### config.mk
export PLATFORM = sky130hd
export DESIGN_NAME = pslk_top
export DESIGN_NICKNAME = d
export VERILOG_FILES = /design/src/hdl/pslk_pkg.sv /design/src/hdl/pslk_top.sv
export SDC_FILE = /design/constraint.sdc
export NUM_CORES = 1
export LEC_CHECK = 0
export BUFFER_PORTS_ARGS = -buffer_cell sky130_fd_sc_hd__buf_2
export CORE_ASPECT_RATIO = 0.6
export CORE_MARGIN = 8
export CORE_UTILIZATION = 40
export CTS_CLUSTER_DIAMETER = 50
export CTS_CLUSTER_SIZE = 40
export DETAILED_ROUTE_END_ITERATION = 6
export SLEW_MARGIN = 20
export SYNTH_ARGS = -nofsm -noshare
export SYNTH_HDL_FRONTEND = slang
export SYNTH_SLANG_ARGS = --single-unit
### constraint.sdc
create_clock -name pclk -period 8.3 [get_ports pclk]
set_input_delay 1.245 -clock pclk [delete_from_list [all_inputs] [get_ports pclk]]
set_output_delay 1.245 -clock pclk [all_outputs]
set_load 0.01 [all_outputs]
### src/hdl/pslk_pkg.sv
// pslk_pkg: constants, register map and carrier types for the profile
// select and pll lock control block; shared by design and bench.
package pslk_pkg;
  // =====================================================
  // register byte offsets (apb, one word each)
  localparam logic [7:0] PSLK_CTRL_OFS = 8'h00;
  localparam logic [7:0] PSLK_STAT_OFS = 8'h04;
  localparam logic [7:0] PSLK_PROF_BASE = 8'h10;
  localparam logic [7:0] PSLK_PROF_STRIDE = 8'h08;
  localparam logic [7:0] PSLK_LAT_OFS = 8'h30;
  localparam logic [7:0] PSLK_HOP_OFS = 8'h34;
  // =====================================================
  // control register fields
  localparam int PSLK_MULT_LSB = 0;
  localparam int PSLK_LOCKCTL_BIT = 5;
  localparam int PSLK_MODE_LSB = 8;
  localparam int PSLK_ISINC_BIT = 10;
  localparam int PSLK_SCALER_BIT = 11;
  localparam logic [4:0] PSLK_MULT_BYP = 5'h01;
  localparam logic [4:0] PSLK_MULT_MIN = 5'h04;
  localparam logic [4:0] PSLK_MULT_MAX = 5'h14;
  localparam logic [31:0] PSLK_CTRL_RST = 32'h0000_0021;
  // profile word 1 fields
  localparam int PSLK_CIC_LSB = 0;
  localparam int PSLK_SPINV_BIT = 6;
  localparam int PSLK_ICICBYP_BIT = 7;
  localparam int PSLK_SCALE_LSB = 8;
  localparam logic [5:0] PSLK_CIC_BYP = 6'h01;
  localparam logic [15:0] PSLK_PROF1_RST = 16'hb508;
  // =====================================================
  // latency figures, system clock cycles; assembler depth in data clock stages
  localparam logic [5:0] PSLK_DEMUX_QM = 6'h04;
  localparam logic [5:0] PSLK_DEMUX_ID = 6'h08;
  localparam logic [5:0] PSLK_ICIC_K = 6'h0c;
  localparam logic [6:0] PSLK_FIXI_K = 7'h48;
  localparam logic [5:0] PSLK_PROGI_K = 6'h05;
  localparam logic [5:0] PSLK_PROGI_C = 6'h09;
  localparam logic [5:0] PSLK_MOD_LAT = 6'h07;
  localparam logic [5:0] PSLK_ISINC_LAT = 6'h07;
  localparam logic [5:0] PSLK_SCALER_LAT = 6'h06;
  localparam logic [5:0] PSLK_HOP_FULL = 6'h1d;
  localparam logic [5:0] PSLK_HOP_NOSINC = 6'h17;
  localparam int PSLK_ASM_STAGES = 3;
  // =====================================================
  typedef enum logic [1:0] {
    PSLK_MODE_QUAD, PSLK_MODE_TONE, PSLK_MODE_INTERP, PSLK_MODE_RSVD
  } pslk_mode_t;
  typedef struct packed {
    logic [31:0] ftw;
    logic spec_inv;
    logic icic_byp;
    logic [5:0] cic_rate;
    logic [7:0] scale;
  } pslk_prof_t;
  typedef struct packed {
    logic dds_clear;
    logic iq_zero;
    logic cic_clear;
    logic gate_ignored;
  } pslk_hold_t;
endpackage

### src/hdl/pslk_top.sv
// pslk_top: profile select, data assembler timing and pll lock control.
// assumes pclk is the system core clock; apb slave; inputs synchronous.
//
// Overview of operation
// quad mode stage delays: 4N, 12N, 72N, 5N+9, 7, 7, 6 cycles.
// interp mode: demux 8N, modulator adds nothing, others unchanged.
// N is 1 when bypassed else 2..63; multiplier 1 or 4..20.
// tone hop under 30 cycles with sinc and scaler, 24 without sinc.
// quad mode: data clock is core/2N, sampling clock core/4N.
// samples leave data assembler three data clock cycles after entry.
// burst on slow rising edge samples half cycle later, falling one.
// two select pins pick profile 0..3, high pin is msb.
// each profile holds tuning word, invert, icic bypass, cic rate, scale.
// scale factor gives gain 0 to 1.9921875, msb weight one.
// cic rate 1x..63x or bypass, taken from active profile.
// selects sampled on data clock, or core clock in single tone.
// zero tuning word forces phase accumulator to zero.
// multiplier is a 5-bit field of control register 00h.
// value 01h bypasses multiplier and shuts pll down.
// values 04h..14h multiply reference; output limit 200 MHz.
// host allows about 1 ms for lock after changing multiplier.
// active-high lock indicator output when pll locked.
// lock control 0 and unlocked: hold datapath, clock low, ignore gate.
// rising lock releases all hold conditions.
// lock control 1 applies no holds; defaults to 1.
// after unlock with control 0, run full datapath clear on lock.
// other multiplier values are treated as bypass.
// all profile parameters switch together on one sampling edge.
`timescale 1ns/1ps
`default_nettype none
module pslk_top (
  // clock and reset
  input wire logic pclk,
  input wire logic presetn,
  // apb slave
  input wire logic psel,
  input wire logic penable,
  input wire logic pwrite,
  input wire logic [7:0] paddr,
  input wire logic [31:0] pwdata,
  output logic [31:0] prdata,
  output logic pready,
  output logic pslverr,
  // host pins
  input wire logic profile_sel_low,
  input wire logic profile_sel_high,
  input wire logic transmit_gate,
  input wire logic [13:0] tx_data,
  // pll status from analog macro
  input wire logic pll_locked_raw,
  // pins and datapath controls
  output logic parallel_data_clock,
  output logic pll_lock_ind,
  output logic pll_enable,
  output logic [4:0] pll_mult,
  output logic sample_clk,
  output logic sample_strobe,
  output logic [13:0] chain_data,
  output logic tx_active,
  output var pslk_pkg::pslk_prof_t act_prof,
  output var pslk_pkg::pslk_hold_t hold,
  output logic [31:0] phase_acc
);
  import pslk_pkg::*;

  // =====================================================
  // functions
  function automatic logic [5:0] eff_n(input logic [5:0] r);
    eff_n = (r <= PSLK_CIC_BYP) ? 6'h01 : r;
  endfunction
  function automatic logic mult_ok(input logic [4:0] m);
    mult_ok = (m >= PSLK_MULT_MIN) && (m <= PSLK_MULT_MAX);
  endfunction

  // =====================================================
  // registers
  logic [31:0] ctrl_q;
  logic [31:0] ftw_q [4];
  logic [15:0] pw1_q [4];
  logic [1:0] psel_q;
  logic lock_q, lock_d1_q, clear_q;
  logic [6:0] div_q;
  logic parallel_data_clock_q, sclk_q, s_rise_q;
  logic [13:0] asm_q [PSLK_ASM_STAGES];
  logic burst_q, gate_q, late_q;
  logic [16:0] lat_q;
  logic [5:0] hop_q;

  // =====================================================
  // apb decode
  wire acc = psel && penable;
  wire wr = acc && pwrite;
  wire [7:0] prof_off = paddr - PSLK_PROF_BASE;
  wire is_prof = (paddr >= PSLK_PROF_BASE) &&
                 (paddr < PSLK_PROF_BASE + 8'h20) && (paddr[1:0] == 2'b00);
  wire [1:0] pidx = prof_off[4:3];
  wire pword = prof_off[2];
  wire hit = is_prof || paddr == PSLK_CTRL_OFS ||
             paddr == PSLK_STAT_OFS || paddr == PSLK_LAT_OFS ||
             paddr == PSLK_HOP_OFS;
  wire [4:0] mult_f = ctrl_q[PSLK_MULT_LSB +: 5];
  wire lock_ctl = ctrl_q[PSLK_LOCKCTL_BIT];
  wire [1:0] mode = ctrl_q[PSLK_MODE_LSB +: 2];
  wire tone = mode == PSLK_MODE_TONE;
  wire interp = mode == PSLK_MODE_INTERP;

  // =====================================================
  // pll: 01h or illegal -> bypass with pll off   see see
  wire mult_on = mult_ok(mult_f);
  wire [4:0] mult_d = mult_on ? mult_f : PSLK_MULT_BYP; // see
  // bypassed reference is trivially locked
  wire lock_d = mult_on ? pll_locked_raw : 1'b1;
  // holds only when lock control bit is 0   see see
  wire holding = !lock_ctl && !lock_q;
  wire lock_rise = lock_q && !lock_d1_q;

  // =====================================================
  // profile selection   see
  wire [1:0] sel_pins = {profile_sel_high, profile_sel_low};
  // quad/interp sample one core cycle after data clock falls (on its rise when N is 1), tone on every core edge
  wire sel_take = tone || (div_q == 7'h00 && !parallel_data_clock_q);
  wire pslk_prof_t prof_d = '{ftw: ftw_q[psel_q],
      spec_inv: pw1_q[psel_q][PSLK_SPINV_BIT] && !tone && !interp,
      icic_byp: pw1_q[psel_q][PSLK_ICICBYP_BIT],
      cic_rate: pw1_q[psel_q][PSLK_CIC_LSB +: 6],
      scale: pw1_q[psel_q][PSLK_SCALE_LSB +: 8]};
  wire [5:0] n_act = eff_n(act_prof.cic_rate);

  // =====================================================
  // clock division: data clock = core/2N, sampling = core/4N  see
  wire [6:0] half_n = {1'b0, n_act} - 7'h01;
  wire div_wrap = div_q >= half_n;
  wire pd_rise = div_wrap && !parallel_data_clock_q && !holding;

  // =====================================================
  // latency figures   see see
  wire [16:0] nn = {11'h000, n_act};
  wire [16:0] lat_d = nn * {11'h000, interp ? PSLK_DEMUX_ID : PSLK_DEMUX_QM}
      + (act_prof.icic_byp ? 17'h0 : nn * {11'h000, PSLK_ICIC_K})
      + nn * {10'h000, PSLK_FIXI_K} + nn * {11'h000, PSLK_PROGI_K}
      + {11'h000, PSLK_PROGI_C}
      + (interp ? 17'h0 : {11'h000, PSLK_MOD_LAT})
      + (ctrl_q[PSLK_ISINC_BIT] ? {11'h000, PSLK_ISINC_LAT} : 17'h0)
      + (ctrl_q[PSLK_SCALER_BIT] ? {11'h000, PSLK_SCALER_LAT} : 17'h0);
  // tone hop budget   see
  wire [5:0] hop_d = ctrl_q[PSLK_ISINC_BIT] ? PSLK_HOP_FULL : PSLK_HOP_NOSINC;

  // =====================================================
  // read mux
  wire [31:0] stat_w = {24'h0, psel_q, 2'b00, clear_q, holding, burst_q,
                        lock_q};
  wire [31:0] rd_w = paddr == PSLK_CTRL_OFS ? ctrl_q :
      paddr == PSLK_STAT_OFS ? stat_w :
      paddr == PSLK_LAT_OFS ? {15'h0, lat_q} :
      paddr == PSLK_HOP_OFS ? {26'h0, hop_q} :
      !is_prof ? 32'h0 :
      pword ? {16'h0, pw1_q[pidx]} : ftw_q[pidx];

  always_ff @(posedge pclk or negedge presetn) begin
    if (!presetn) begin
      prdata <= 32'h0;
      pready <= 1'b0;
      pslverr <= 1'b0;
    end else begin
      pready <= psel && !penable;
      pslverr <= psel && !penable && !hit;
      prdata <= (psel && !penable && !pwrite) ? rd_w : prdata;
    end
  end

  // =====================================================
  // register writes take effect on the access cycle with pready high
  wire wr_ok = wr && pready && hit;
  always_ff @(posedge pclk or negedge presetn) begin
    if (!presetn) begin
      ctrl_q <= PSLK_CTRL_RST;
    end else if (wr_ok && paddr == PSLK_CTRL_OFS) begin
      ctrl_q <= pwdata;
    end
  end
  always_ff @(posedge pclk or negedge presetn) begin
    if (!presetn) begin
      for (int i = 0; i < 4; i++) begin
        ftw_q[i] <= 32'h0;
        pw1_q[i] <= PSLK_PROF1_RST;
      end
    end else if (wr_ok && is_prof) begin
      if (pword) begin
        pw1_q[pidx] <= pwdata[15:0];
      end else begin
        ftw_q[pidx] <= pwdata;
      end
    end
  end

  // =====================================================
  // lock tracking and post-lock clear
  always_ff @(posedge pclk or negedge presetn) begin
    if (!presetn) begin
      lock_q <= 1'b0;
      lock_d1_q <= 1'b0;
      clear_q <= 1'b1;
    end else begin
      lock_q <= lock_d;
      lock_d1_q <= lock_q;
      // clear routine: flush assembler until the first data clock rise after lock
      if (!lock_ctl && lock_rise) begin
        clear_q <= 1'b1;
      end else if (pd_rise) begin
        clear_q <= 1'b0;
      end
    end
  end

  // =====================================================
  // profile register, all fields in one edge   see
  always_ff @(posedge pclk or negedge presetn) begin
    if (!presetn) begin
      psel_q <= 2'b00;
      act_prof <= '0;
    end else if (sel_take) begin
      psel_q <= sel_pins;
      act_prof <= prof_d;
    end
  end

  // =====================================================
  // dividers; data clock forced low while held   see
  always_ff @(posedge pclk or negedge presetn) begin
    if (!presetn) begin
      div_q <= 7'h00;
      parallel_data_clock_q <= 1'b0;
      sclk_q <= 1'b0;
      s_rise_q <= 1'b0;
    end else if (holding) begin
      div_q <= 7'h00;
      parallel_data_clock_q <= 1'b0;
      sclk_q <= 1'b0;
      s_rise_q <= 1'b0;
    end else begin
      div_q <= div_wrap ? 7'h00 : div_q + 7'h01;
      parallel_data_clock_q <= div_wrap ? !parallel_data_clock_q : parallel_data_clock_q;
      // slow clock toggles on data clock rising edges   see
      sclk_q <= pd_rise ? !sclk_q : sclk_q;
      s_rise_q <= pd_rise && !sclk_q;
    end
  end

  // =====================================================
  // data assembler: three data clock stages   see
  wire zero_in = holding || clear_q;
  always_ff @(posedge pclk or negedge presetn) begin
    if (!presetn) begin
      for (int i = 0; i < PSLK_ASM_STAGES; i++) begin
        asm_q[i] <= 14'h0;
      end
    end else if (zero_in) begin
      for (int i = 0; i < PSLK_ASM_STAGES; i++) begin
        asm_q[i] <= 14'h0;
      end
    end else if (pd_rise) begin
      asm_q[0] <= (burst_q || gate_q) ? tx_data : 14'h0;
      for (int i = 1; i < PSLK_ASM_STAGES; i++) begin
        asm_q[i] <= asm_q[i-1];
      end
    end
  end

  // =====================================================
  // burst start phase; gate ignored while held   see see
  wire gate_in = transmit_gate && !holding;
  always_ff @(posedge pclk or negedge presetn) begin
    if (!presetn) begin
      gate_q <= 1'b0;
      burst_q <= 1'b0;
      late_q <= 1'b0;
    end else begin
      if (pd_rise) begin
        gate_q <= gate_in;
        // start on a falling slow edge samples one full slow cycle on
        if (gate_in && !gate_q) begin
          late_q <= sclk_q;
        end
        burst_q <= gate_q;
      end
      if (holding) begin
        burst_q <= 1'b0;
      end
    end
  end

  // =====================================================
  // outputs and dds phase
  always_ff @(posedge pclk or negedge presetn) begin
    if (!presetn) begin
      parallel_data_clock <= 1'b0;
      pll_lock_ind <= 1'b0;
      pll_enable <= 1'b0;
      pll_mult <= PSLK_MULT_BYP;
      sample_clk <= 1'b0;
      sample_strobe <= 1'b0;
      chain_data <= 14'h0;
      tx_active <= 1'b0;
      hold <= '1;
      phase_acc <= 32'h0;
      lat_q <= 17'h0;
      hop_q <= 6'h0;
    end else begin
      parallel_data_clock <= parallel_data_clock_q;
      pll_lock_ind <= lock_q;
      pll_enable <= mult_on;
      pll_mult <= mult_d;
      sample_clk <= sclk_q;
      // sampling on slow clock rising edge, none while held or clearing
      sample_strobe <= s_rise_q && !zero_in;
      // i/q path reads zero while held or clearing   see
      chain_data <= zero_in ? 14'h0 :
          s_rise_q ? asm_q[PSLK_ASM_STAGES-1] : chain_data;
      tx_active <= burst_q;
      hold <= '{dds_clear: holding, iq_zero: zero_in,
                cic_clear: zero_in, gate_ignored: holding};
      // zero tuning word presets phase to zero   see
      phase_acc <= (holding || act_prof.ftw == 32'h0) ? 32'h0
                 : phase_acc + act_prof.ftw;
      // late start costs one whole data clock, 2N core cycles
      lat_q <= lat_d + (late_q ? {10'h0, n_act, 1'b0} : 17'h0);
      hop_q <= hop_d;
    end
  end
endmodule
`default_nettype wire

==> impl_metrics.env <==
export IMPL_pre_cts_slack_ns=1.55
export IMPL_rr_worst_depth=24
export IMPL_io_buffers=205
export IMPL_critical_path_arrival_ns=7.32
export IMPL_grt_max_degree=170
export IMPL_setup_worst_path_start="act_prof[12]$_DFFE_PN0P_"
export IMPL_dr_total_vias=15800
export IMPL_worst_ep_required_time_ns=8.79
export IMPL_cts_tree="built"
export IMPL_run_status="completed"
export IMPL_cap_viol_max_count=0
export IMPL_setup_viol_count_final=0
export IMPL_synth_enable_flop_cells=0
export IMPL_clkSlewWorstSetupHoldPaths_ns=0.08
export IMPL_cp_depth=24
export IMPL_finish_utilization_pct=46.2
export IMPL_initial_core_util_pct=40.6
export IMPL_max_freq_mhz=146
export IMPL_number_of_cells_in_the_finished_layout_apart_from_fillers=2817
export IMPL_cts_path_max_buffers=3
export IMPL_cts_root_buffer="sky130_fd_sc_hd__clkbuf_16"
export IMPL_number_of_global_route_vias_before_repair=16000
export IMPL_slew_headroom_pct=21.7
export IMPL_numCtsBuffers=37
export IMPL_ys_seq_area_share_pct=47.5
export IMPL_ys_async_sr_fraction_pct=100
export IMPL_synth_most_common_cell="sky130_fd_sc_hd__dfrtp_1"
export IMPL_post_synth_instance_area_sq_um=23400
export IMPL_synth_seq_cells=442
export IMPL_final_hold_viol_count=0
export IMPL_post_layout_total_power_mw=5.84
export IMPL_whs_ns=0.434
export IMPL_setup_reg_to_reg_worst_slack_ns=1.47
export IMPL_die_w_microns=328
export IMPL_grtUsageTotal_pct=18.6
export IMPL_finalNetCount=2220
export IMPL_place_congestion=0.873
export IMPL_cts_setup_buffers=0
export IMPL_timing_rr_end="lat_q[12]$_DFF_PN0_"
export IMPL_yosys_area_top_type_share_pct=44.1
export IMPL_area_growth_pct=13.9
export IMPL_power_density_nw_per_um2=219
export IMPL_crit_start_category="register"
export IMPL_firstDrtPassIters=7
export IMPL_h_tree_depth=2
export IMPL_total_leakage_power_nw=13.2
export IMPL_io_pin_count=206
export IMPL_worstReg2RegStart="act_prof[12]$_DFFE_PN0P_"
export IMPL_cts_num_sinks=442
export IMPL_synth_commonest_cells="412 x sky130_fd_sc_hd__dfrtp_1, 265 x sky130_fd_sc_hd__mux2_2, 143 x sky130_fd_sc_hd__nor2_1, 106 x sky130_fd_sc_hd__ha_1, 100 x sky130_fd_sc_hd__inv_1"
export IMPL_finalWorstPathRequiredPeriod_ns=6.83
export IMPL_design_core_area_sq_um=57600
export IMPL_cp_num_buf_inv=4
export IMPL_finished_cell_area_sq_um=26600
export IMPL_area_of_the_multi_input_gates_sq_um=11600
export IMPL_cp_common_cell="sky130_fd_sc_hd__ha_1"
export IMPL_synth_flop_cell="sky130_fd_sc_hd__dfrtp_1"
export IMPL_cp_max_fo=9
export IMPL_post_place_cells=2744
export IMPL_dp_hpwl_mm=44.0
export IMPL_yosysWarningCount=0
export IMPL_grt_remaining_overflow=0
export IMPL_grt_first_pass_wirelength_mm=98.6
export IMPL_grt_setup_unrepaired="no"
export IMPL_timing_critical_path_max_delay_family="adder cells"
export IMPL_floorplan_die_height_microns=203
export IMPL_slew_limit_fails=0
export IMPL_totalNegativeSetupSlack_ns=0
export IMPL_final_min_period_over_clock_period_pct=82.3
export IMPL_clock_insertion_delay_at_the_later_pin_of_the_skew_report_ns=0.57
export IMPL_synth_area_per_cell_sq_um=12.7
export IMPL_worst_slack_ns=1.47
export IMPL_post_synth_main_area_contributors="sky130_fd_sc_hd__dfrtp_1 44%, sky130_fd_sc_hd__mux2_2 13%, sky130_fd_sc_hd__mux4_2 9.2%"
export IMPL_cp_endpoint="lat_q[12]$_DFF_PN0_"
export IMPL_cts_hold_buffers=0
export IMPL_placed_area_sq_um=25200
export IMPL_vdd_ir_max_uv=153
export IMPL_antenna_violating_nets_post_route=0
export IMPL_drive_gt1_share_pct=34.8
export IMPL_die_ar_sq_um=66700
export IMPL_detail_route_wl_per_cell_microns=22.5
export IMPL_layout_area_seq_sq_um=11100
export IMPL_worst_hold_path_type="reg -> reg"
export IMPL_path_class="reg -> reg"
export IMPL_dr_first_iter_drc_count=1303
export IMPL_synthCells=1835
export IMPL_crit_path_cell_trace="inv_1 -> ha_1 -> a21o_1 -> nand2_1 -> nand2_1 -> inv_1 -> ha_1 -> fa_1 -> nor2b_1 -> ha_1 -> ha_1 -> inv_1 -> fa_1 -> fa_1 -> fa_1 -> inv_1 -> ha_1 -> nor2b_1 -> o21ai_0 -> a21boi_0 -> o21ai_0 -> a21oi_1 -> or4_1 -> nand3_1"
export IMPL_critical_path_endpoint_type="register"
export IMPL_max_stage_delay_ns=0.54
export IMPL_timing_worst_slew_pin_value_ns=1.17
export IMPL_detail_route_drc_violations=0
export IMPL_final_setup_skew_ns=0.0305
export IMPL_via_per_instance_ratio=5.61
export IMPL_overall_routed_net_length_mm=63.3
export IMPL_ctsResizeCount=0
export IMPL_number_of_placement_rows=68
export IMPL_initial_antenna_violation_count=6
export IMPL_nFillCells=5206
export IMPL_netlist_cell_type_count=71
export IMPL_critical_path_slowest_cell="sky130_fd_sc_hd__fa_1"
export IMPL_cell_taking_the_most_area_after_synthesis="sky130_fd_sc_hd__dfrtp_1"
worst register-to-register path: stages, from the launching register on:
cell                       delay (ns)
sky130_fd_sc_hd__dfrtp_1         0.45
sky130_fd_sc_hd__inv_1           0.12
sky130_fd_sc_hd__ha_1            0.24
sky130_fd_sc_hd__a21o_1          0.19
sky130_fd_sc_hd__nand2_1         0.18
sky130_fd_sc_hd__nand2_1         0.21
sky130_fd_sc_hd__inv_1           0.35
sky130_fd_sc_hd__ha_1            0.28
sky130_fd_sc_hd__fa_1            0.41
sky130_fd_sc_hd__nor2b_1         0.15
sky130_fd_sc_hd__ha_1            0.32
sky130_fd_sc_hd__ha_1            0.27
sky130_fd_sc_hd__inv_1           0.04
sky130_fd_sc_hd__fa_1            0.46
sky130_fd_sc_hd__fa_1            0.52
sky130_fd_sc_hd__fa_1            0.54
sky130_fd_sc_hd__inv_1           0.04
sky130_fd_sc_hd__ha_1            0.32
sky130_fd_sc_hd__nor2b_1         0.14
sky130_fd_sc_hd__o21ai_0         0.25
sky130_fd_sc_hd__a21boi_0        0.18
sky130_fd_sc_hd__o21ai_0         0.30
sky130_fd_sc_hd__a21oi_1         0.19
sky130_fd_sc_hd__or4_1           0.52
sky130_fd_sc_hd__nand3_1         0.10
state kept, by name, indices dropped and copies added (netlist names), 2 cells and up:
signal and cells:
psel_q 2, pw1_q 64, chain_data 14, ctrl_q 32, act_prof 48, lat_q 15
phase_acc 32, div_q 7, ftw_q 128, prdata 32, hold 2, pll_mult 5
hop_q 3, asm_q 42
layer usage:
metal	GRT usage [%]	up-vias	part of all wire, %
li1	-	7009	-
met1	28.1	8267	48
met2	27.8	445	44
met3	3.64	73	6.2
met4	3.62	4	1.6
met5	0	-	0.027
layout by cell type, fill, tap and decap left out, types with 30 or more instances in the layout:
master                      count
sky130_fd_sc_hd__a21oi_1       67
sky130_fd_sc_hd__buf_2        203
sky130_fd_sc_hd__clkbuf_16     39
sky130_fd_sc_hd__dfrtp_1      410
sky130_fd_sc_hd__dfstp_2       30
sky130_fd_sc_hd__fa_1          37
sky130_fd_sc_hd__ha_1         106
sky130_fd_sc_hd__inv_1        100
sky130_fd_sc_hd__mux2_2       265
sky130_fd_sc_hd__mux2i_1       45
sky130_fd_sc_hd__mux4_2        96
sky130_fd_sc_hd__nand2_1       72
sky130_fd_sc_hd__nor2_1       142
sky130_fd_sc_hd__o21ai_0       34
area by class of cell:
type,instances,area share (%)
inverters,101,1.42
multi-input cells,1204,43.4
diodes,4,0.0376
clock buffers,42,3.74
flip-flops and latches,442,41.7
clock inverters,26,1.36
well taps,770,3.62
repair buffers,228,4.72
cell families after synthesis:
logic type                 synth area share [%]
AOI/OAI and AO/OA                          6.96
xor gates and xnor gates                   1.50
adders and majority gates                  8.84
buffers and inverters                      3.37
DFF                                        47.5
muxes                                      24.6
other                                    0.0321
and+or+nand+nor                            7.22
power by group:
part	switching (mW)	internal (mW)	total [mW]
registers	0.199	2.37	2.57
logic	0.738	0.555	1.29
clock network	0.971	1.00	1.97
total	1.91	3.93	5.84
worst min path at each step:
stage / from / depth (start not counted) / end
after detailed placement: burst_q$_DFFE_PN0P_ / 0 / tx_active$_DFF_PN0_
after floorplan: burst_q$_DFFE_PN0P_ / 0 / tx_active$_DFF_PN0_
final: burst_q$_DFFE_PN0P_ / 0 / tx_active$_DFF_PN0_
after global routing: sclk_q$_DFFE_PN0P_ / 0 / sample_clk$_DFF_PN0_
after CTS: parallel_data_clock_q$_DFFE_PN0P_ / 0 / parallel_data_clock$_DFF_PN0_
after global placement: burst_q$_DFFE_PN0P_ / 0 / tx_active$_DFF_PN0_
Power figures use the tool's default switching activity.
